[src/design/gcg_map.svh]
// Register offsets, field positions, reset values and codes of the global control block.
`ifndef GCG_MAP_SVH
`define GCG_MAP_SVH

// ----------------------------------------------------------------------
// Register offsets
// ----------------------------------------------------------------------
`define GCG_OFS_MODE 8'h01
`define GCG_OFS_GSTAT 8'h03
`define GCG_OFS_DIRL 8'h04
`define GCG_OFS_DIRH 8'h05
`define GCG_OFS_DATL 8'h06
`define GCG_OFS_DATH 8'h07
`define GCG_OFS_IML 8'h08
`define GCG_OFS_IMH 8'h09
`define GCG_OFS_ISL 8'h0A
`define GCG_OFS_ISH 8'h0B

// ----------------------------------------------------------------------
// Field positions
// ----------------------------------------------------------------------
`define GCG_BIT_EXT_DMA_ENABLE 6
`define GCG_BIT_STYLE_HI 5
`define GCG_BIT_STYLE_LO 4
`define GCG_BIT_OSC_POWER_DOWN 3
`define GCG_BIT_SHAPER_DISABLE 1
`define GCG_BIT_GIM 0
`define GCG_BIT_GPI 7
`define GCG_BIT_DMI 6

// ----------------------------------------------------------------------
// Reset values and masks
// ----------------------------------------------------------------------
`define GCG_MODE_RST 8'h0B
`define GCG_MODE_WMASK 8'h7B
`define GCG_DIRL_RST 8'h07
`define GCG_DIRH_RST 8'hFF
`define GCG_IML_RST 8'h07
`define GCG_IMH_RST 8'hFF
`define GCG_HI_ONES 8'hB8

// ----------------------------------------------------------------------
// Interrupt pin style codes
// ----------------------------------------------------------------------
`define GCG_STY_OD_LOW 2'h0
`define GCG_STY_PP_LOW 2'h1
`define GCG_STY_RSVD 2'h2
`define GCG_STY_PP_HIGH 2'h3

`endif

[src/design/gcg_pkg.sv]
// Types shared by the global control block.
`include "gcg_map.svh"

package gcg_pkg;
   // Interrupt pin output style.
   typedef enum logic [1:0] {
      GCG_OD_LOW = `GCG_STY_OD_LOW,
      GCG_PP_LOW = `GCG_STY_PP_LOW,
      GCG_RSVD = `GCG_STY_RSVD,
      GCG_PP_HIGH = `GCG_STY_PP_HIGH
   } gcg_irq_style_t;
   typedef logic [7:0] gcg_byte_t;
   typedef logic [6:0] gcg_pins_t;
endpackage : gcg_pkg

[src/design/gcg_pin_sync.sv]
// Three-stage pin synchroniser with a debounced level and change pulse.
`timescale 1ns/1ps
`default_nettype none

module gcg_pin_sync (
   input wire logic clk, // System clock.
   input wire logic rst, // Asynchronous reset, active high.
   input wire logic pinIn, // Raw pin level.
   output logic level, // Accepted pin level.
   output logic change // One-cycle pulse on accepted change.
);
   logic s1_r;
   logic s2_r;
   logic s3_r;
   logic level_r;
   logic agree;

   // A change counts only once stages two and three agree.
   assign agree = (s2_r == s3_r);
   assign change = agree && (s3_r != level_r);
   assign level = level_r;

   // Stage one feeds stage two only, to keep metastability contained.
   always_ff @(posedge clk or posedge rst) begin
      if (rst) begin
         s1_r <= 1'b0;
         s2_r <= 1'b0;
         s3_r <= 1'b0;
         level_r <= 1'b0;
      end else begin
         s1_r <= pinIn;
         s2_r <= s1_r;
         s3_r <= s2_r;
         if (change) begin
            level_r <= s3_r;
         end
      end
   end
endmodule : gcg_pin_sync

`default_nettype wire

[src/design/gcg_global_ctrl.sv]
// Global mode, global status and general purpose port of the controller.
`timescale 1ns/1ps
`default_nettype none
`include "gcg_map.svh"

module gcg_global_ctrl (
   input wire logic clk, // System clock, 100 MHz.
   input wire logic rst, // Asynchronous reset, active high.
   input wire gcg_pkg::gcg_byte_t regAddr, // Register address.
   input wire gcg_pkg::gcg_byte_t regWdata, // Write data.
   input wire logic regWr, // Write strobe.
   input wire logic regRd, // Read strobe.
   output gcg_pkg::gcg_byte_t regRdata, // Read data, cycle after strobe.
   input wire logic [5:0] chanPending, // A status 2..0, B status 2..0.
   input wire logic dmaPending, // Any DMA indication pending.
   output logic extDmaEnable, // External DMA support on.
   output logic oscPowerDown, // Oscillator held in power-down.
   output logic shaperDisable, // Clock shaper bypassed.
   input wire gcg_pkg::gcg_pins_t gpioIn, // Pins {10,9,8,6,2,1,0} in.
   output gcg_pkg::gcg_pins_t gpioOut, // Pin drive levels.
   output gcg_pkg::gcg_pins_t gpioOeN, // Pin enables, low drives.
   output logic irqOut, // Interrupt pin level.
   output logic irqOeN // Interrupt pin enable, low drives.
);
   import gcg_pkg::*;

   // ----------------------------------------------------------------------
   // Reset constants
   // ----------------------------------------------------------------------
   localparam gcg_byte_t DIRL_RST = `GCG_DIRL_RST;
   localparam gcg_byte_t DIRH_RST = `GCG_DIRH_RST;
   localparam gcg_byte_t IML_RST = `GCG_IML_RST;
   localparam gcg_byte_t IMH_RST = `GCG_IMH_RST;
   localparam gcg_pins_t DIR_RST = {DIRL_RST[2:0], DIRH_RST[6],
                                    DIRH_RST[2:0]};
   localparam gcg_pins_t IM_RST = {IML_RST[2:0], IMH_RST[6],
                                   IMH_RST[2:0]};

   // ----------------------------------------------------------------------
   // State
   // ----------------------------------------------------------------------
   gcg_byte_t mode_r;
   gcg_byte_t mode_nxt;
   gcg_pins_t dir_r;
   gcg_pins_t dir_nxt;
   gcg_pins_t dat_r;
   gcg_pins_t dat_nxt;
   gcg_pins_t im_r;
   gcg_pins_t im_nxt;
   gcg_pins_t flag_r;
   gcg_pins_t flag_nxt;
   gcg_byte_t rdata_r;
   gcg_byte_t rdata_nxt;

   // ----------------------------------------------------------------------
   // Pin synchronisers
   // ----------------------------------------------------------------------
   gcg_pins_t pinLevel;
   gcg_pins_t pinChange;

   // Each pin is sampled on its own so one slow pin never skews another.
   for (genvar i = 0; i < 7; i++) begin : g_sync
      gcg_pin_sync u_sync (
         .clk(clk),
         .rst(rst),
         .pinIn(gpioIn[i]),
         .level(pinLevel[i]),
         .change(pinChange[i])
      );
   end

   // ----------------------------------------------------------------------
   // Address decode
   // ----------------------------------------------------------------------
   logic wrMode;
   logic wrDirL;
   logic wrDirH;
   logic wrDatL;
   logic wrDatH;
   logic wrImL;
   logic wrImH;
   logic rdIsL;
   logic rdIsH;

   // Decode of write and read strobes per register.
   assign wrMode = regWr && (regAddr == `GCG_OFS_MODE);
   assign wrDirL = regWr && (regAddr == `GCG_OFS_DIRL);
   assign wrDirH = regWr && (regAddr == `GCG_OFS_DIRH);
   assign wrDatL = regWr && (regAddr == `GCG_OFS_DATL);
   assign wrDatH = regWr && (regAddr == `GCG_OFS_DATH);
   assign wrImL = regWr && (regAddr == `GCG_OFS_IML);
   assign wrImH = regWr && (regAddr == `GCG_OFS_IMH);
   assign rdIsL = regRd && (regAddr == `GCG_OFS_ISL);
   assign rdIsH = regRd && (regAddr == `GCG_OFS_ISH);

   // ----------------------------------------------------------------------
   // Byte packing of the seven pins
   // ----------------------------------------------------------------------
   // Index 6..4 are pins 10..8 (low byte), 3 is pin 6, 2..0 pins 2..0.
   function automatic gcg_byte_t toLo(input gcg_pins_t v);
      toLo = {5'h00, v[6:4]};
   endfunction : toLo

   function automatic gcg_byte_t toHi(input gcg_pins_t v);
      toHi = {1'b0, v[3], 3'h0, v[2:0]};
   endfunction : toHi

   // Only implemented bits are stored; the rest cannot change.
   function automatic gcg_pins_t merge(input gcg_pins_t old,
                                       input logic lo,
                                       input logic hi,
                                       input gcg_byte_t wd);
      merge = old;
      if (lo) begin
         merge[6:4] = wd[2:0];
      end
      if (hi) begin
         merge[3:0] = {wd[6], wd[2:0]};
      end
   endfunction : merge

   // ----------------------------------------------------------------------
   // Mode register and its control outputs
   // ----------------------------------------------------------------------
   gcg_irq_style_t style;
   logic global_irq_mask;

   // Unused mode bits 7 and 2 are forced low on every write.
   assign mode_nxt = wrMode ? (regWdata & `GCG_MODE_WMASK) : mode_r;
   assign extDmaEnable = mode_r[`GCG_BIT_EXT_DMA_ENABLE];
   assign oscPowerDown = mode_r[`GCG_BIT_OSC_POWER_DOWN];
   assign shaperDisable = mode_r[`GCG_BIT_SHAPER_DISABLE];
   assign global_irq_mask = mode_r[`GCG_BIT_GIM];
   assign style = gcg_irq_style_t'(mode_r[`GCG_BIT_STYLE_HI:
                                          `GCG_BIT_STYLE_LO]);

   // ----------------------------------------------------------------------
   // Port registers
   // ----------------------------------------------------------------------
   assign dir_nxt = merge(dir_r, wrDirL, wrDirH, regWdata);
   assign im_nxt = merge(im_r, wrImL, wrImH, regWdata);
   assign dat_nxt = merge(dat_r, wrDatL, wrDatH, regWdata);

   // Output pins drive the written level; a one in dir releases the pin.
   assign gpioOut = dat_r;
   assign gpioOeN = dir_r;

   // ----------------------------------------------------------------------
   // Port interrupt flags
   // ----------------------------------------------------------------------
   gcg_pins_t flagSet;
   gcg_pins_t flagClr;

   // Only input pins with a clear mask bit raise an indication.
   assign flagSet = pinChange & dir_r & ~im_r;
   // A read clears the flags of its own byte only.
   assign flagClr = {{3{rdIsL}}, {4{rdIsH}}};
   // A transition in the read cycle survives the clear.
   assign flag_nxt = (flag_r & ~flagClr) | flagSet;

   // ----------------------------------------------------------------------
   // Global status and interrupt pin
   // ----------------------------------------------------------------------
   gcg_byte_t gstat;
   logic anyPend;
   logic irqActive;

   // Status is combined live so it clears with its sources, no write needed.
   assign gstat = {|flag_r, dmaPending, chanPending};
   assign anyPend = |gstat;
   assign irqActive = !global_irq_mask && anyPend;

   // Reserved style falls back to open drain, which cannot fight the line.
   assign irqOut = (style == GCG_PP_HIGH) ? irqActive
                 : (style == GCG_PP_LOW) ? !irqActive : 1'b0;
   assign irqOeN = (style == GCG_PP_HIGH || style == GCG_PP_LOW) ? 1'b0
                 : !irqActive;

   // ----------------------------------------------------------------------
   // Read mux
   // ----------------------------------------------------------------------
   gcg_pins_t datView;
   gcg_byte_t rdMux;

   // Inputs read the accepted pin level, outputs read back the drive.
   assign datView = (dir_r & pinLevel) | (~dir_r & dat_r);

   always_comb begin
      unique case (regAddr)
         `GCG_OFS_MODE: rdMux = mode_r;
         `GCG_OFS_GSTAT: rdMux = gstat;
         `GCG_OFS_DIRL: rdMux = toLo(dir_r);
         `GCG_OFS_DIRH: rdMux = toHi(dir_r) | `GCG_HI_ONES;
         `GCG_OFS_DATL: rdMux = toLo(datView);
         `GCG_OFS_DATH: rdMux = toHi(datView);
         `GCG_OFS_IML: rdMux = toLo(im_r);
         `GCG_OFS_IMH: rdMux = toHi(im_r) | `GCG_HI_ONES;
         `GCG_OFS_ISL: rdMux = toLo(flag_r);
         `GCG_OFS_ISH: rdMux = toHi(flag_r);
         default: rdMux = 8'h00;
      endcase
   end

   // Read data stand only in the cycle after the strobe.
   assign rdata_nxt = regRd ? rdMux : 8'h00;
   assign regRdata = rdata_r;

   // ----------------------------------------------------------------------
   // Registers
   // ----------------------------------------------------------------------
   // All control state comes out of reset at its documented value.
   always_ff @(posedge clk or posedge rst) begin
      if (rst) begin
         mode_r <= `GCG_MODE_RST;
         dir_r <= DIR_RST;
         im_r <= IM_RST;
         dat_r <= 7'h00;
         flag_r <= 7'h00;
         rdata_r <= 8'h00;
      end else begin
         mode_r <= mode_nxt;
         dir_r <= dir_nxt;
         im_r <= im_nxt;
         dat_r <= dat_nxt;
         flag_r <= flag_nxt;
         rdata_r <= rdata_nxt;
      end
   end

   logic pinShowsActive;

   // Level the outside world sees as an active interrupt.
   assign pinShowsActive = (style == GCG_PP_HIGH) ? irqOut
                         : (style == GCG_PP_LOW) ? !irqOut : !irqOeN;

   logic pendExp;

   // Activity rebuilt from the sources, so a slip in the pin logic shows.
   assign pendExp = !mode_r[0] && ((flag_r != 7'h00) || dmaPending
                                   || (chanPending != 6'h00));
endmodule : gcg_global_ctrl

`default_nettype wire

[config.mk]
export PLATFORM = sky130hd
export DESIGN_NAME = gcg_global_ctrl
export DESIGN_NICKNAME = d
export VERILOG_FILES = /design/src/design/gcg_pkg.sv /design/src/design/gcg_pin_sync.sv /design/src/design/gcg_global_ctrl.sv
export VERILOG_INCLUDE_DIRS = /design/src /design/src/design
export SDC_FILE = /design/constraint.sdc
export NUM_CORES = 1
export LEC_CHECK = 0
export ABC_CLOCK_PERIOD_IN_PS = 3200
export BUFFER_PORTS_ARGS = -buffer_cell sky130_fd_sc_hd__buf_2
export CORE_MARGIN = 8
export CORE_UTILIZATION = 50
export DETAILED_ROUTE_END_ITERATION = 7
export PLACE_DENSITY = 0.78
export SYNTH_ARGS = -nofsm -noshare
export SYNTH_HDL_FRONTEND = slang
export SYNTH_SLANG_ARGS = --single-unit
[constraint.sdc]
create_clock -name clk -period 3.2 [get_ports clk]
set_input_delay 0.96 -clock clk [delete_from_list [all_inputs] [get_ports clk]]
set_output_delay 0.96 -clock clk [all_outputs]
set_load 0.05 [all_outputs]
Word-level counts from Yosys, hierarchy flattened
Cells that the tools add are included.

Logic and storage cells: 100. Register bits after elaboration: 70. Output and inout bits: 27. Input port bits: 34.

Equal/unequal tests: 26. Multiplexer cells: 5. Reductions and logical operators: 22. Bitwise logic cells: 10.

Operators with widths (number): $pmux W8 S10 (1); $and A7 B7 Y7 (5); $eq A8 B3 Y1 const B (4); $eq A8 B4 Y1 const B (4); $not A7 Y7 (3); $logic_and A1 B1 Y1 (17); $or A7 B7 Y7 (2); $reduce_or A14 Y1 (1); $eq A8 B1 Y1 const B (1); $eq A8 B2 Y1 const B (1); $mux W8 (1); $eq A1 B1 Y1 (7); $ne A1 B1 Y1 (7); $reduce_or A7 Y1 (1); $mux W1 (3); $eq A2 B1 Y1 const B (1); $eq A2 B2 Y1 const B (1); $logic_not A1 Y1 (2); $logic_or A1 B1 Y1 (1).

Logic depth before layout (Yosys ltp)
Gate-level depths: netlist (run 1).

Word-level depth: 5. Mapped depth: 6. Mapped depth without buffers: 4.

By module
From an unflattened synthesis (run 1), not the netlist that was laid out.

Cell total of the unflattened synthesis: 266. Area total of the unflattened synthesis: 3148.0 um^2.

By module, submodules not included: gcg_global_ctrl (sequential area each 1072.3 um^2, instances 1, cells each 196, area an instance 2237.1 um^2); gcg_pin_sync (sequential area each 100.1 um^2, instances 7, cells each 10, area an instance 130.1 um^2).

Least setup slack after synthesis (run 1)
OpenSTA, ideal clock, no wires.

Kind: input to output. From: input port dmaPending. To: output port irqOeN. Buffers on the path: 0. Setup slack: 0.168 ns. Required time: 2.240 ns. Stages on the path: 3. Arrival time: 2.072 ns. Cell sequence: nor4_1 a41oi_1 nor2_1.

Cells in the longest elaborated chain, start to end: 4.

Ends and longest elaborated chain: start, declared (line gcg_global_ctrl.sv:15) `input wire logic dmaPending,`; $reduce_or A14 Y1 (line gcg_global_ctrl.sv:170) `assign anyPend = |gstat;`; $logic_and A1 B1 Y1 (line gcg_global_ctrl.sv:171) `assign irqActive = !global_irq_mask && anyPend;`; $logic_not A1 Y1 (line gcg_global_ctrl.sv:177) `: !irqActive;`; $mux W1 (line gcg_global_ctrl.sv:176) `assign irqOeN = (style == GCG_PP_HIGH || style == GCG_PP_LOW) ? 1'b0`; end, declared (line gcg_global_ctrl.sv:23) `output logic irqOeN`.

No other way between the ends.

Worst setup path in the final report (run 1)
From: input port dmaPending. To: output port irqOut.

Cells in the longest elaborated chain, start to end: 5.

Ends and longest elaborated chain: $reduce_or A14 Y1 * (line gcg_global_ctrl.sv:170); $logic_and A1 B1 Y1 * (line gcg_global_ctrl.sv:171); $logic_not A1 Y1 (line gcg_global_ctrl.sv:175) `: (style == GCG_PP_LOW) ? !irqActive : 1'b0;`; $mux W1 (line gcg_global_ctrl.sv:175); $mux W1 * (line gcg_global_ctrl.sv:174) `assign irqOut = (style == GCG_PP_HIGH) ? irqActive`; end, declared (line gcg_global_ctrl.sv:22) `output logic irqOut,`.

Mark *: on every way between the ends. The rest lies on a longest branch, timed or not.

==> report_table.html, run 1 <==
<table>
<tr><th>Metric</th><th>Value</th></tr>
<tr><th colspan="2">Route</th></tr>
<tr><td>Total length of routed wires</td><td>7.31 mm</td></tr>
<tr><td>DR vias</td><td>2310</td></tr>
<tr><td>Post-detailed-route via-to-cell ratio</td><td>5.80</td></tr>
<tr><td>Final routed DRC violation total</td><td>0</td></tr>
<tr><td>1st-pass router iterations</td><td>4</td></tr>
<tr><td>Post-DRT Antenna Nets</td><td>0</td></tr>
<tr><td>Count of routing violations after the opening detailed-route iteration</td><td>136</td></tr>
<tr><td>Post-detailed-route wirelength per cell</td><td>18.4 um</td></tr>
<tr><th colspan="2">Timing</th></tr>
<tr><td>RSZ-0062 raised after global routing</td><td>no</td></tr>
<tr><td>Highest clock frequency the design can meet</td><td>0.318 GHz</td></tr>
<tr><td>Summed negative setup slack over all endpoints</td><td>0 ns</td></tr>
<tr><td>Measured slew at the worst slew-check pin</td><td>0.565 ns</td></tr>
<tr><td>Least setup slack across all paths after layout</td><td>0.0581 ns</td></tr>
<tr><td>Final Hold Vio Count</td><td>0</td></tr>
<tr><td>Normalized max-slew margin</td><td>62.3%</td></tr>
<tr><td>Final setup viols</td><td>0</td></tr>
<tr><td>Final hold slack</td><td>0.349 ns</td></tr>
<tr><td>Clock skew after layout</td><td>0.00517 ns</td></tr>
<tr><td>Post-layout min period</td><td>3.14 ns</td></tr>
<tr><td>Final number of max-transition violations</td><td>0</td></tr>
<tr><td>Share of the cycle needed by the critical path after routing</td><td>98.2%</td></tr>
<tr><th colspan="2">Global routing</th></tr>
<tr><td>Antenna violations before repair</td><td>0</td></tr>
<tr><td>Vias in the first global route</td><td>2356</td></tr>
<tr><td>Overflow left after global routing</td><td>0</td></tr>
<tr><td>Global-route usage over all layers</td><td>17.5%</td></tr>
<tr><td>Global-route wire length before repair</td><td>11.9 mm</td></tr>
<tr><td>Pin count of the biggest net entering global routing</td><td>35</td></tr>
<tr><th colspan="2">Die</th></tr>
<tr><td>Horizontal extent of the die</td><td>94.4 um</td></tr>
<tr><td>Die Area</td><td>8900 sq um</td></tr>
<tr><td>Core footprint</td><td>5920 sq um</td></tr>
<tr><td>Die boundary height</td><td>94.4 um</td></tr>
<tr><td>Initial Util</td><td>51.9%</td></tr>
<tr><td>IO Pins</td><td>61</td></tr>
<tr><td>Number of cell rows</td><td>28</td></tr>
<tr><th colspan="2">Placed design</th></tr>
<tr><td>Port buffer count</td><td>59</td></tr>
<tr><td>Final weighted congestion of routability-driven global placement</td><td>0.919</td></tr>
<tr><td>HPWL Detailed</td><td>5.35 mm</td></tr>
<tr><td>Setup WS pre-CTS</td><td>0.0569 ns</td></tr>
<tr><td>Area after detailed placement</td><td>3470 sq um</td></tr>
<tr><th colspan="2">CTS</th></tr>
<tr><td>CTS sink count</td><td>70</td></tr>
<tr><td>Number of buffers added by the clock tree synthesis step</td><td>9</td></tr>
<tr><td>Clock tree root driver cell</td><td>sky130_fd_sc_hd__clkbuf_8</td></tr>
<tr><td>Total setup buffers inserted after CTS</td><td>0</td></tr>
<tr><td>CTS H-tree depth</td><td>3</td></tr>
<tr><td>Clock-pin slew reported for the worst setup and hold paths after clock tree synthesis</td><td>0.07 ns</td></tr>
<tr><td>TritonCTS clock tree</td><td>yes</td></tr>
<tr><td>Number of hold-repair buffers added at the cts stage</td><td>0</td></tr>
<tr><td>Number of instances resized during post-cts repair</td><td>0</td></tr>
<tr><td>Clock latency on the worst-skew pair</td><td>0.34 ns</td></tr>
<tr><td>Max clock buf depth</td><td>2</td></tr>
<tr><th colspan="2">Power and ir drop</th></tr>
<tr><td>Overall power after layout</td><td>0.00189 W</td></tr>
<tr><td>Combinational share of power</td><td>12.9%</td></tr>
<tr><td>Clock network fraction of design power</td><td>32.8%</td></tr>
<tr><td>Static leakage power</td><td>1.68 nW</td></tr>
<tr><td>Internal power</td><td>0.00136 W</td></tr>
<tr><td>Sequential share of power</td><td>54.3%</td></tr>
<tr><td>Switching power share of the total</td><td>28.0%</td></tr>
<tr><td>Maximum vdd ir drop</td><td>0.274 mV</td></tr>
<tr><td>Switching power of the nets</td><td>0.000529 W</td></tr>
<tr><td>Ratio of total power to cell area</td><td>518 nW/um^2</td></tr>
<tr><th colspan="2">Worst setup path</th></tr>
<tr><td>FF-to-FF path depth</td><td>4</td></tr>
<tr><td>Reg-to-reg critical path startpoint</td><td>gpioOeN[0]</td></tr>
<tr><td>Crit Path Max Fanout</td><td>2</td></tr>
<tr><td>Worst path required time</td><td>2.24 ns</td></tr>
<tr><td>Worst R2R Setup Slack</td><td>1.62 ns</td></tr>
<tr><td>Arrival time of data at the critical path endpoint</td><td>2.18 ns</td></tr>
<tr><td>Slowest cell on the critical path</td><td>sky130_fd_sc_hd__nor4_1</td></tr>
<tr><td>Largest stage delay on the critical path</td><td>0.30 ns</td></tr>
<tr><td>Critical path class</td><td>in2out</td></tr>
<tr><td>Most common cell on crit path</td><td>sky130_fd_sc_hd__buf_2</td></tr>
<tr><td>Series of cell instances along the critical path</td><td>buf_2 &gt; nor4_1 &gt; a41oi_1 &gt; xnor2_1 &gt; and2_1 &gt; buf_2</td></tr>
<tr><td>Sort of element at the start of the critical path</td><td>input pin</td></tr>
<tr><td>Type of element capturing the critical path</td><td>output port</td></tr>
<tr><td>Terminus of the critical flop-to-flop path</td><td>regRdata[0]</td></tr>
<tr><th colspan="2">Logic synthesis</th></tr>
<tr><td>Summed instance area of the synthesized netlist</td><td>3070 sq um</td></tr>
<tr><td>Yosys cell types</td><td>43</td></tr>
<tr><td>Flops &amp; latches, synth</td><td>70</td></tr>
<tr><td>Cells after synthesis</td><td>251</td></tr>
<tr><td>EDFF count, synth</td><td>0</td></tr>
<tr><td>Net count after synthesis</td><td>285</td></tr>
<tr><td>Seq/Total Area, Yosys</td><td>57.7%</td></tr>
<tr><td>Asr flop ratio synth</td><td>100%</td></tr>
<tr><td>Most used DFF post-synth</td><td>sky130_fd_sc_hd__dfrtp_1</td></tr>
<tr><td>Mean cell area of the mapped netlist</td><td>12.2 sq um</td></tr>
<tr><td>Warning count from the yosys run</td><td>0</td></tr>
<tr><th colspan="2">Cells and area</th></tr>
<tr><td>Total non-filler cell area in the finished layout</td><td>3640 sq um</td></tr>
<tr><td>Area of the multi-input gates</td><td>1230 sq um</td></tr>
<tr><td>P&amp;R area growth vs syn</td><td>18.6%</td></tr>
<tr><td>Final net count</td><td>352</td></tr>
<tr><td>Sequential Area</td><td>1770 sq um</td></tr>
<tr><td>ANT cells</td><td>0</td></tr>
<tr><td>Share of post-route cells with drive strength above 1</td><td>42.1%</td></tr>
<tr><td>Fillers</td><td>509</td></tr>
<tr><th colspan="2">Hold path</th></tr>
<tr><td>Number of cells on the worst hold path</td><td>0</td></tr>
<tr><td>Path class of the lowest-slack min-delay path</td><td>reg2reg</td></tr>
<tr><td>End point of the worst hold path</td><td>g_sync[1].u_sync.s2_r</td></tr>
<tr><td>Min-delay src</td><td>g_sync[1].u_sync.s1_r</td></tr>
<tr><th colspan="2">Flow run</th></tr>
<tr><td>Number of max-capacitance violations reported</td><td>0</td></tr>
<tr><th colspan="2">Outcome</th></tr>
<tr><td>Status</td><td>complete, no violations</td></tr>
</table>
[area by class of cell]
type / count / share of cell area (%)
well taps: 75 / 2.58
inverters: 9 / 0.928
multi-input cells: 165 / 33.8
clock buffers: 12 / 3.99
flip-flops and latches: 70 / 48.7
repair buffers: 63 / 9.28
clock inverters: 4 / 0.687
[registers in the layout, indices dropped and copies added (netlist names)]
signal	flops
regRdata	8
flag_r	7
g_sync.u_sync.level	7
g_sync.u_sync.s1_r	7
g_sync.u_sync.s2_r	7
g_sync.u_sync.s3_r	7
gpioOeN	7
gpioOut	7
im_r	7
mode_r	6
[critical path, delay by kind of cell]
kind	cells	cell delay, ns
xor+xnor	1	0.19
simple gates	2	0.43
compound gates	1	0.23
buf+inv	2	0.36
[through the flow]
| step | std cells | utilization [%] |
|---|---|---|
| floorplan | 251 | - |
| global placement | 382 | 58.6 |
| detailed placement | 382 | 58.6 |
| CTS | 398 | 61.5 |
| global route | 398 | 61.5 |
| finish | 398 | 61.5 |
[per-layer routing]
layer / track usage (%) / part of all wire (%)
met3: 4.05 / 7.7
met4: 9.38 / 1.9
met2: 27.3 / 48
met5: 0 / 0
met1: 22.2 / 42
[placed cells by master, fill, tap and decap left out, types with 2 or more instances in the layout]
| cell | count |
|---|---|
| sky130_fd_sc_hd__nand3_1 | 5 |
| sky130_fd_sc_hd__clkbuf_8 | 10 |
| sky130_fd_sc_hd__clkbuf_1 | 2 |
| sky130_fd_sc_hd__clkinvlp_4 | 2 |
| sky130_fd_sc_hd__a211o_2 | 2 |
| sky130_fd_sc_hd__nand2_1 | 21 |
| sky130_fd_sc_hd__a221o_1 | 3 |
| sky130_fd_sc_hd__a32o_1 | 8 |
| sky130_fd_sc_hd__nand3b_1 | 3 |
| sky130_fd_sc_hd__o22ai_1 | 3 |
| sky130_fd_sc_hd__dfrtp_1 | 53 |
| sky130_fd_sc_hd__nor2b_1 | 2 |
| sky130_fd_sc_hd__buf_2 | 59 |
| sky130_fd_sc_hd__mux2_2 | 30 |
| sky130_fd_sc_hd__nor3_4 | 2 |
| sky130_fd_sc_hd__mux2i_1 | 11 |
| sky130_fd_sc_hd__a21oi_1 | 14 |
| sky130_fd_sc_hd__nand2b_1 | 2 |
| sky130_fd_sc_hd__and2_1 | 2 |
| sky130_fd_sc_hd__clkinv_2 | 2 |
| sky130_fd_sc_hd__inv_1 | 8 |
| sky130_fd_sc_hd__o21ai_0 | 9 |
| sky130_fd_sc_hd__nor4_1 | 3 |
| sky130_fd_sc_hd__dfstp_2 | 17 |
| sky130_fd_sc_hd__buf_4 | 3 |
| sky130_fd_sc_hd__a22oi_1 | 5 |
| sky130_fd_sc_hd__nor3_1 | 3 |
| sky130_fd_sc_hd__nor2_1 | 18 |
[worst max-delay path by stage]
| stage | slack (ns) | cells past startpoint | to | startpoint |
|---|---|---|---|---|
| finish | 0.06 | 6 | irqOut | dmaPending |
| global route | 0.04 | 6 | irqOut | dmaPending |
| CTS | 0.05 | 6 | irqOut | dmaPending |
| detailed placement | 0.06 | 6 | irqOut | dmaPending |
| global placement | 0.15 | 6 | irqOut | dmaPending |
| floorplan | 0.17 | 3 | irqOeN | dmaPending |
[power groups by stage]
| stage | logic, W | clock network [W] | registers, W |
|---|---|---|---|
| floorplan | 0.000132 | 0 | 0.00105 |
| global placement | 0.000238 | 0 | 0.00104 |
| detailed placement | 0.000243 | 0 | 0.00104 |
| CTS | 0.000245 | 0.000635 | 0.00102 |
| global route | 0.000266 | 0.000670 | 0.00103 |
| finish | 0.000243 | 0.000619 | 0.00102 |
[kinds of logic (layout without fill, tap and decap cells)]
kind of cell              after synthesis  count (layout)  share of synthesized area [%]
xor gates and xnor gates                1               1                          0.285
muxes                                  41              41                           14.6
AOI/OAI and AO/OA                      51              51                           11.7
DFF                                    70              70                           57.7
buffers and inverters                  16              88                           2.12
and+or+nand+nor                        72              72                           13.5
[cells in the mapped netlist, types with 2 or more instances]
cell | instances | area, sq um
sky130_fd_sc_hd__nand3b_1 | 3 | 22.5
sky130_fd_sc_hd__nand2b_1 | 2 | 12.5
sky130_fd_sc_hd__nor2_1 | 18 | 67.6
sky130_fd_sc_hd__mux2_2 | 30 | 338
sky130_fd_sc_hd__mux2i_1 | 11 | 110
sky130_fd_sc_hd__clkbuf_1 | 3 | 11.3
sky130_fd_sc_hd__a221o_1 | 3 | 30.0
sky130_fd_sc_hd__a32o_1 | 8 | 80.1
sky130_fd_sc_hd__and2_1 | 2 | 12.5
sky130_fd_sc_hd__nor2b_1 | 2 | 12.5
sky130_fd_sc_hd__nor3_1 | 3 | 15.0
sky130_fd_sc_hd__nor3_4 | 2 | 32.5
sky130_fd_sc_hd__o22ai_1 | 3 | 18.8
sky130_fd_sc_hd__a22oi_1 | 5 | 37.5
sky130_fd_sc_hd__nand3_1 | 5 | 25.0
sky130_fd_sc_hd__buf_2 | 4 | 20.0
sky130_fd_sc_hd__nor4_1 | 3 | 18.8
sky130_fd_sc_hd__dfstp_2 | 17 | 447
sky130_fd_sc_hd__nand2_1 | 21 | 78.8
sky130_fd_sc_hd__a211o_2 | 2 | 20.0
sky130_fd_sc_hd__o21ai_0 | 9 | 45.0
sky130_fd_sc_hd__a21oi_1 | 14 | 70.1
sky130_fd_sc_hd__inv_1 | 9 | 33.8
sky130_fd_sc_hd__dfrtp_1 | 53 | 1330
Note: power is estimated with default switching activity, not from simulation.
==> inputs of run 2 (changes only) <==
==> constraint.sdc (replaced) <==
create_clock -name clk -period 3.2 [get_ports clk]
set_input_delay 0.64 -clock clk [delete_from_list [all_inputs] [get_ports clk]]
set_output_delay 0.64 -clock clk [all_outputs]
set_load 0.05 [all_outputs]
==> run 2 against run 1 <==
Sequential power about the same. Global-route usage shrank 0.77 points. Maximum frequency up 17%. Cell count did not move. Clock power up 27%. Combinational power hardly changed. Utilization rose by 0.70 points. Worst hold slack worse by 0.0086 ns.
==> report_table.html, run 2 (synthesis results as in run 1) <==
<table>
<tr><th>Metric</th><th>Value</th></tr>
<tr><th colspan="2">Timing</th></tr>
<tr><td>Highest clock frequency the design can meet</td><td>0.371 GHz (+17%)</td></tr>
<tr><td>Normalized max-slew margin</td><td>60.3% (-2.0 points)</td></tr>
<tr><td>Least setup slack across all paths after layout</td><td>0.504 ns (+0.445 ns)</td></tr>
<tr><td>Clock skew after layout</td><td>0.00377 ns (-0.00141 ns)</td></tr>
<tr><td>Final Hold Vio Count</td><td>0 (unchanged)</td></tr>
<tr><td>Measured slew at the worst slew-check pin</td><td>0.594 ns (+0.0291 ns)</td></tr>
<tr><td>Summed negative setup slack over all endpoints</td><td>0 ns (unchanged)</td></tr>
<tr><td>RSZ-0062 raised after global routing</td><td>no</td></tr>
<tr><td>Final setup viols</td><td>0 (unchanged)</td></tr>
<tr><td>Final number of max-transition violations</td><td>0 (unchanged)</td></tr>
<tr><td>Share of the cycle needed by the critical path after routing</td><td>84.3% (-14 points)</td></tr>
<tr><td>Post-layout min period</td><td>2.70 ns (-0.445 ns)</td></tr>
<tr><th colspan="2">Power and ir drop</th></tr>
<tr><td>Overall power after layout</td><td>0.00205 W (+8.9%)</td></tr>
<tr><td>Clock network fraction of design power</td><td>38.3% (+5.5 points)</td></tr>
<tr><td>Ratio of total power to cell area</td><td>558 nW/um^2 (+7.6%)</td></tr>
<tr><td>Maximum vdd ir drop</td><td>0.276 mV (+0.73%)</td></tr>
<tr><td>Switching power share of the total</td><td>26.1% (-1.9 points)</td></tr>
<tr><td>Static leakage power</td><td>1.70 nW (+1.6%)</td></tr>
<tr><td>Combinational share of power</td><td>11.9% (-1.0 points)</td></tr>
<tr><td>Switching power of the nets</td><td>0.000536 W (+1.4%)</td></tr>
<tr><td>Sequential share of power</td><td>49.8% (-4.5 points)</td></tr>
<tr><td>Internal power</td><td>0.00152 W (+12%)</td></tr>
<tr><th colspan="2">Die</th></tr>
<tr><td>Initial Util</td><td>51.9% (unchanged)</td></tr>
<tr><td>IO Pins</td><td>61 (unchanged)</td></tr>
<tr><td>Number of cell rows</td><td>28 (unchanged)</td></tr>
<tr><td>Die Area</td><td>8900 sq um (unchanged)</td></tr>
<tr><td>Die boundary height</td><td>94.4 um (unchanged)</td></tr>
<tr><td>Core footprint</td><td>5920 sq um (unchanged)</td></tr>
<tr><td>Horizontal extent of the die</td><td>94.4 um (unchanged)</td></tr>
<tr><th colspan="2">Worst setup path</th></tr>
<tr><td>Reg-to-reg critical path startpoint</td><td>gpioOeN[0]</td></tr>
<tr><td>Sort of element at the start of the critical path</td><td>flip-flop</td></tr>
<tr><td>Crit path from</td><td>flag_r[5]</td></tr>
<tr><td>FF-to-FF path depth</td><td>4 (unchanged)</td></tr>
<tr><td>Worst R2R Setup Slack</td><td>1.62 ns (about the same)</td></tr>
<tr><td>Type of element capturing the critical path</td><td>output port</td></tr>
<tr><td>Worst setup endpoint</td><td>irqOut</td></tr>
<tr><td>Largest stage delay on the critical path</td><td>0.47 ns (+0.17 ns)</td></tr>
<tr><td>Arrival time of data at the critical path endpoint</td><td>2.06 ns (-0.12 ns)</td></tr>
<tr><td>Critical path class</td><td>reg2out</td></tr>
<tr><td>Slowest cell on the critical path</td><td>sky130_fd_sc_hd__nor4_1</td></tr>
<tr><td>Worst path top cell family by delay</td><td>simple AND/OR/NAND/NOR gates</td></tr>
<tr><td>Terminus of the critical flop-to-flop path</td><td>regRdata[0]</td></tr>
<tr><td>Series of cell instances along the critical path</td><td>nor4_1 &gt; a41oi_1 &gt; xnor2_1 &gt; and2_1 &gt; buf_2</td></tr>
<tr><td>Crit Path Max Fanout</td><td>3 (+1)</td></tr>
<tr><td>Worst path required time</td><td>2.56 ns (+0.32 ns)</td></tr>
<tr><td>Number of logic stages on the critical path including buffering</td><td>5 (-1)</td></tr>
<tr><td>Count of buffer and inverter cells on the critical path</td><td>1 (-1)</td></tr>
<tr><th colspan="2">Flow run</th></tr>
<tr><td>Number of max-capacitance violations reported</td><td>0 (unchanged)</td></tr>
<tr><th colspan="2">Cells and area</th></tr>
<tr><td>Highest-count cells in the layout ignoring fill and taps</td><td>sky130_fd_sc_hd__buf_2 (59), sky130_fd_sc_hd__dfrtp_1 (53), sky130_fd_sc_hd__mux2_2 (30)</td></tr>
<tr><td>Share of post-route cells with drive strength above 1</td><td>42.4% (+0.31 points)</td></tr>
<tr><td>Fillers</td><td>491 (-3.5%)</td></tr>
<tr><td>Leading cell type in the layout, fill and taps excluded</td><td>sky130_fd_sc_hd__buf_2</td></tr>
<tr><td>Final net count</td><td>352 (unchanged)</td></tr>
<tr><td>Flip-flop count of the largest register after layout</td><td>8 (unchanged)</td></tr>
<tr><td>ANT cells</td><td>0 (unchanged)</td></tr>
<tr><td>P&amp;R area growth vs syn</td><td>19.9%</td></tr>
<tr><th colspan="2">CTS</th></tr>
<tr><td>Clock-pin slew reported for the worst setup and hold paths after clock tree synthesis</td><td>0.07 ns (about the same)</td></tr>
<tr><td>Total setup buffers inserted after CTS</td><td>0 (unchanged)</td></tr>
<tr><td>Number of instances resized during post-cts repair</td><td>0 (unchanged)</td></tr>
<tr><td>Max clock buf depth</td><td>2 (unchanged)</td></tr>
<tr><td>Clock latency on the worst-skew pair</td><td>0.34 ns (about the same)</td></tr>
<tr><td>TritonCTS clock tree</td><td>yes</td></tr>
<tr><td>Number of buffers added by the clock tree synthesis step</td><td>9 (unchanged)</td></tr>
<tr><td>CTS sink count</td><td>70 (unchanged)</td></tr>
<tr><td>Clock tree root driver cell</td><td>sky130_fd_sc_hd__clkbuf_8</td></tr>
<tr><td>Number of hold-repair buffers added at the cts stage</td><td>0 (unchanged)</td></tr>
<tr><td>CTS H-tree depth</td><td>3 (unchanged)</td></tr>
<tr><th colspan="2">Placed design</th></tr>
<tr><td>HPWL Detailed</td><td>5.42 mm (+1.3%)</td></tr>
<tr><td>Final weighted congestion of routability-driven global placement</td><td>0.904 (-1.6%)</td></tr>
<tr><td>Setup WS pre-CTS</td><td>0.733 ns (+0.677 ns)</td></tr>
<tr><td>Port buffer count</td><td>59 (unchanged)</td></tr>
<tr><th colspan="2">Route</th></tr>
<tr><td>Post-detailed-route wirelength per cell</td><td>18.3 um (-0.31%)</td></tr>
<tr><td>1st-pass router iterations</td><td>4 (unchanged)</td></tr>
<tr><td>Post-DRT Antenna Nets</td><td>0 (unchanged)</td></tr>
<tr><td>Total length of routed wires</td><td>7.28 mm (-0.31%)</td></tr>
<tr><td>Post-detailed-route via-to-cell ratio</td><td>5.72 (-1.4%)</td></tr>
<tr><td>DR vias</td><td>2277 (-1.4%)</td></tr>
<tr><td>Count of routing violations after the opening detailed-route iteration</td><td>149 (+9.6%)</td></tr>
<tr><td>Final routed DRC violation total</td><td>0 (unchanged)</td></tr>
<tr><th colspan="2">Global routing</th></tr>
<tr><td>Pin count of the biggest net entering global routing</td><td>28 (-20%)</td></tr>
<tr><td>Overflow left after global routing</td><td>0 (unchanged)</td></tr>
<tr><td>Global-route usage over all layers</td><td>16.8% (-0.77 points)</td></tr>
<tr><td>Global-route wire length before repair</td><td>11.6 mm (-2.7%)</td></tr>
<tr><td>Antenna violations before repair</td><td>0 (unchanged)</td></tr>
<tr><td>Vias in the first global route</td><td>2359 (+0.13%)</td></tr>
<tr><th colspan="2">Outcome</th></tr>
<tr><td>Status</td><td>complete, no violations</td></tr>
<tr><th colspan="2">Hold path</th></tr>
<tr><td>Path class of the lowest-slack min-delay path</td><td>in2async</td></tr>
</table>
[run 2: stage by stage]
stage                     hold WS, ns  util (%)  instances  cell area (sq um)
final                           0.341      62.2        398               3680
after global routing            0.358      62.2        398               3680
after CTS                       0.352      62.2        398               3680
after detailed placement        0.335      58.4        382               3460
after global placement          0.331      58.4        382               3460
after floorplan                 0.331         -        251               3070
[run 2: layer usage]
layer,global-route usage (%),wire length (um)
met4,6.47,142
met2,26.5,3410
met5,0,0
met3,5.63,749
met1,20.8,2980
[run 2: power by group through the flow]
| stage | clock network, W | logic, W | registers [W] |
|---|---|---|---|
| finish | 0.000786 | 0.000245 | 0.00102 |
| detailed placement | 0 | 0.000244 | 0.00104 |
| global placement | 0 | 0.000237 | 0.00103 |
| floorplan | 0 | 0.000132 | 0.00105 |
| CTS | 0.000802 | 0.000245 | 0.00102 |
| global route | 0.000838 | 0.000266 | 0.00103 |
[run 2: final cells by class]
type | instances | area (sq um) | area share (%)
sequential | 70 | 1770 | 48.1
multi-input combinational | 165 | 1230 | 33.5
timing repair buffer | 63 | 325 | 8.83
clock buffer | 11 | 141 | 3.84
tap | 75 | 93.8 | 2.55
clock inverter | 5 | 82.6 | 2.24
inverter | 9 | 33.8 | 0.917
[run 2: worst min-delay path by stage]
stage	depth (start not counted)	from	to
floorplan	0	g_sync[0].u_sync.s1_r	g_sync[0].u_sync.s2_r
global placement	0	g_sync[1].u_sync.s1_r	g_sync[1].u_sync.s2_r
detailed placement	0	g_sync[3].u_sync.s1_r	g_sync[3].u_sync.s2_r
CTS	2	rst	g_sync[2].u_sync.s1_r
global route	0	g_sync[2].u_sync.s1_r	g_sync[2].u_sync.s2_r
finish	2	rst	g_sync[6].u_sync.s1_r
[run 2: worst register-to-register path, cell delays in order (launching register included)]
cell and delay, ns:
sky130_fd_sc_hd__dfstp_2 0.59, sky130_fd_sc_hd__mux2_2 0.37, sky130_fd_sc_hd__a221o_1 0.33, sky130_fd_sc_hd__nand3_1 0.08, sky130_fd_sc_hd__a31oi_1 0.08
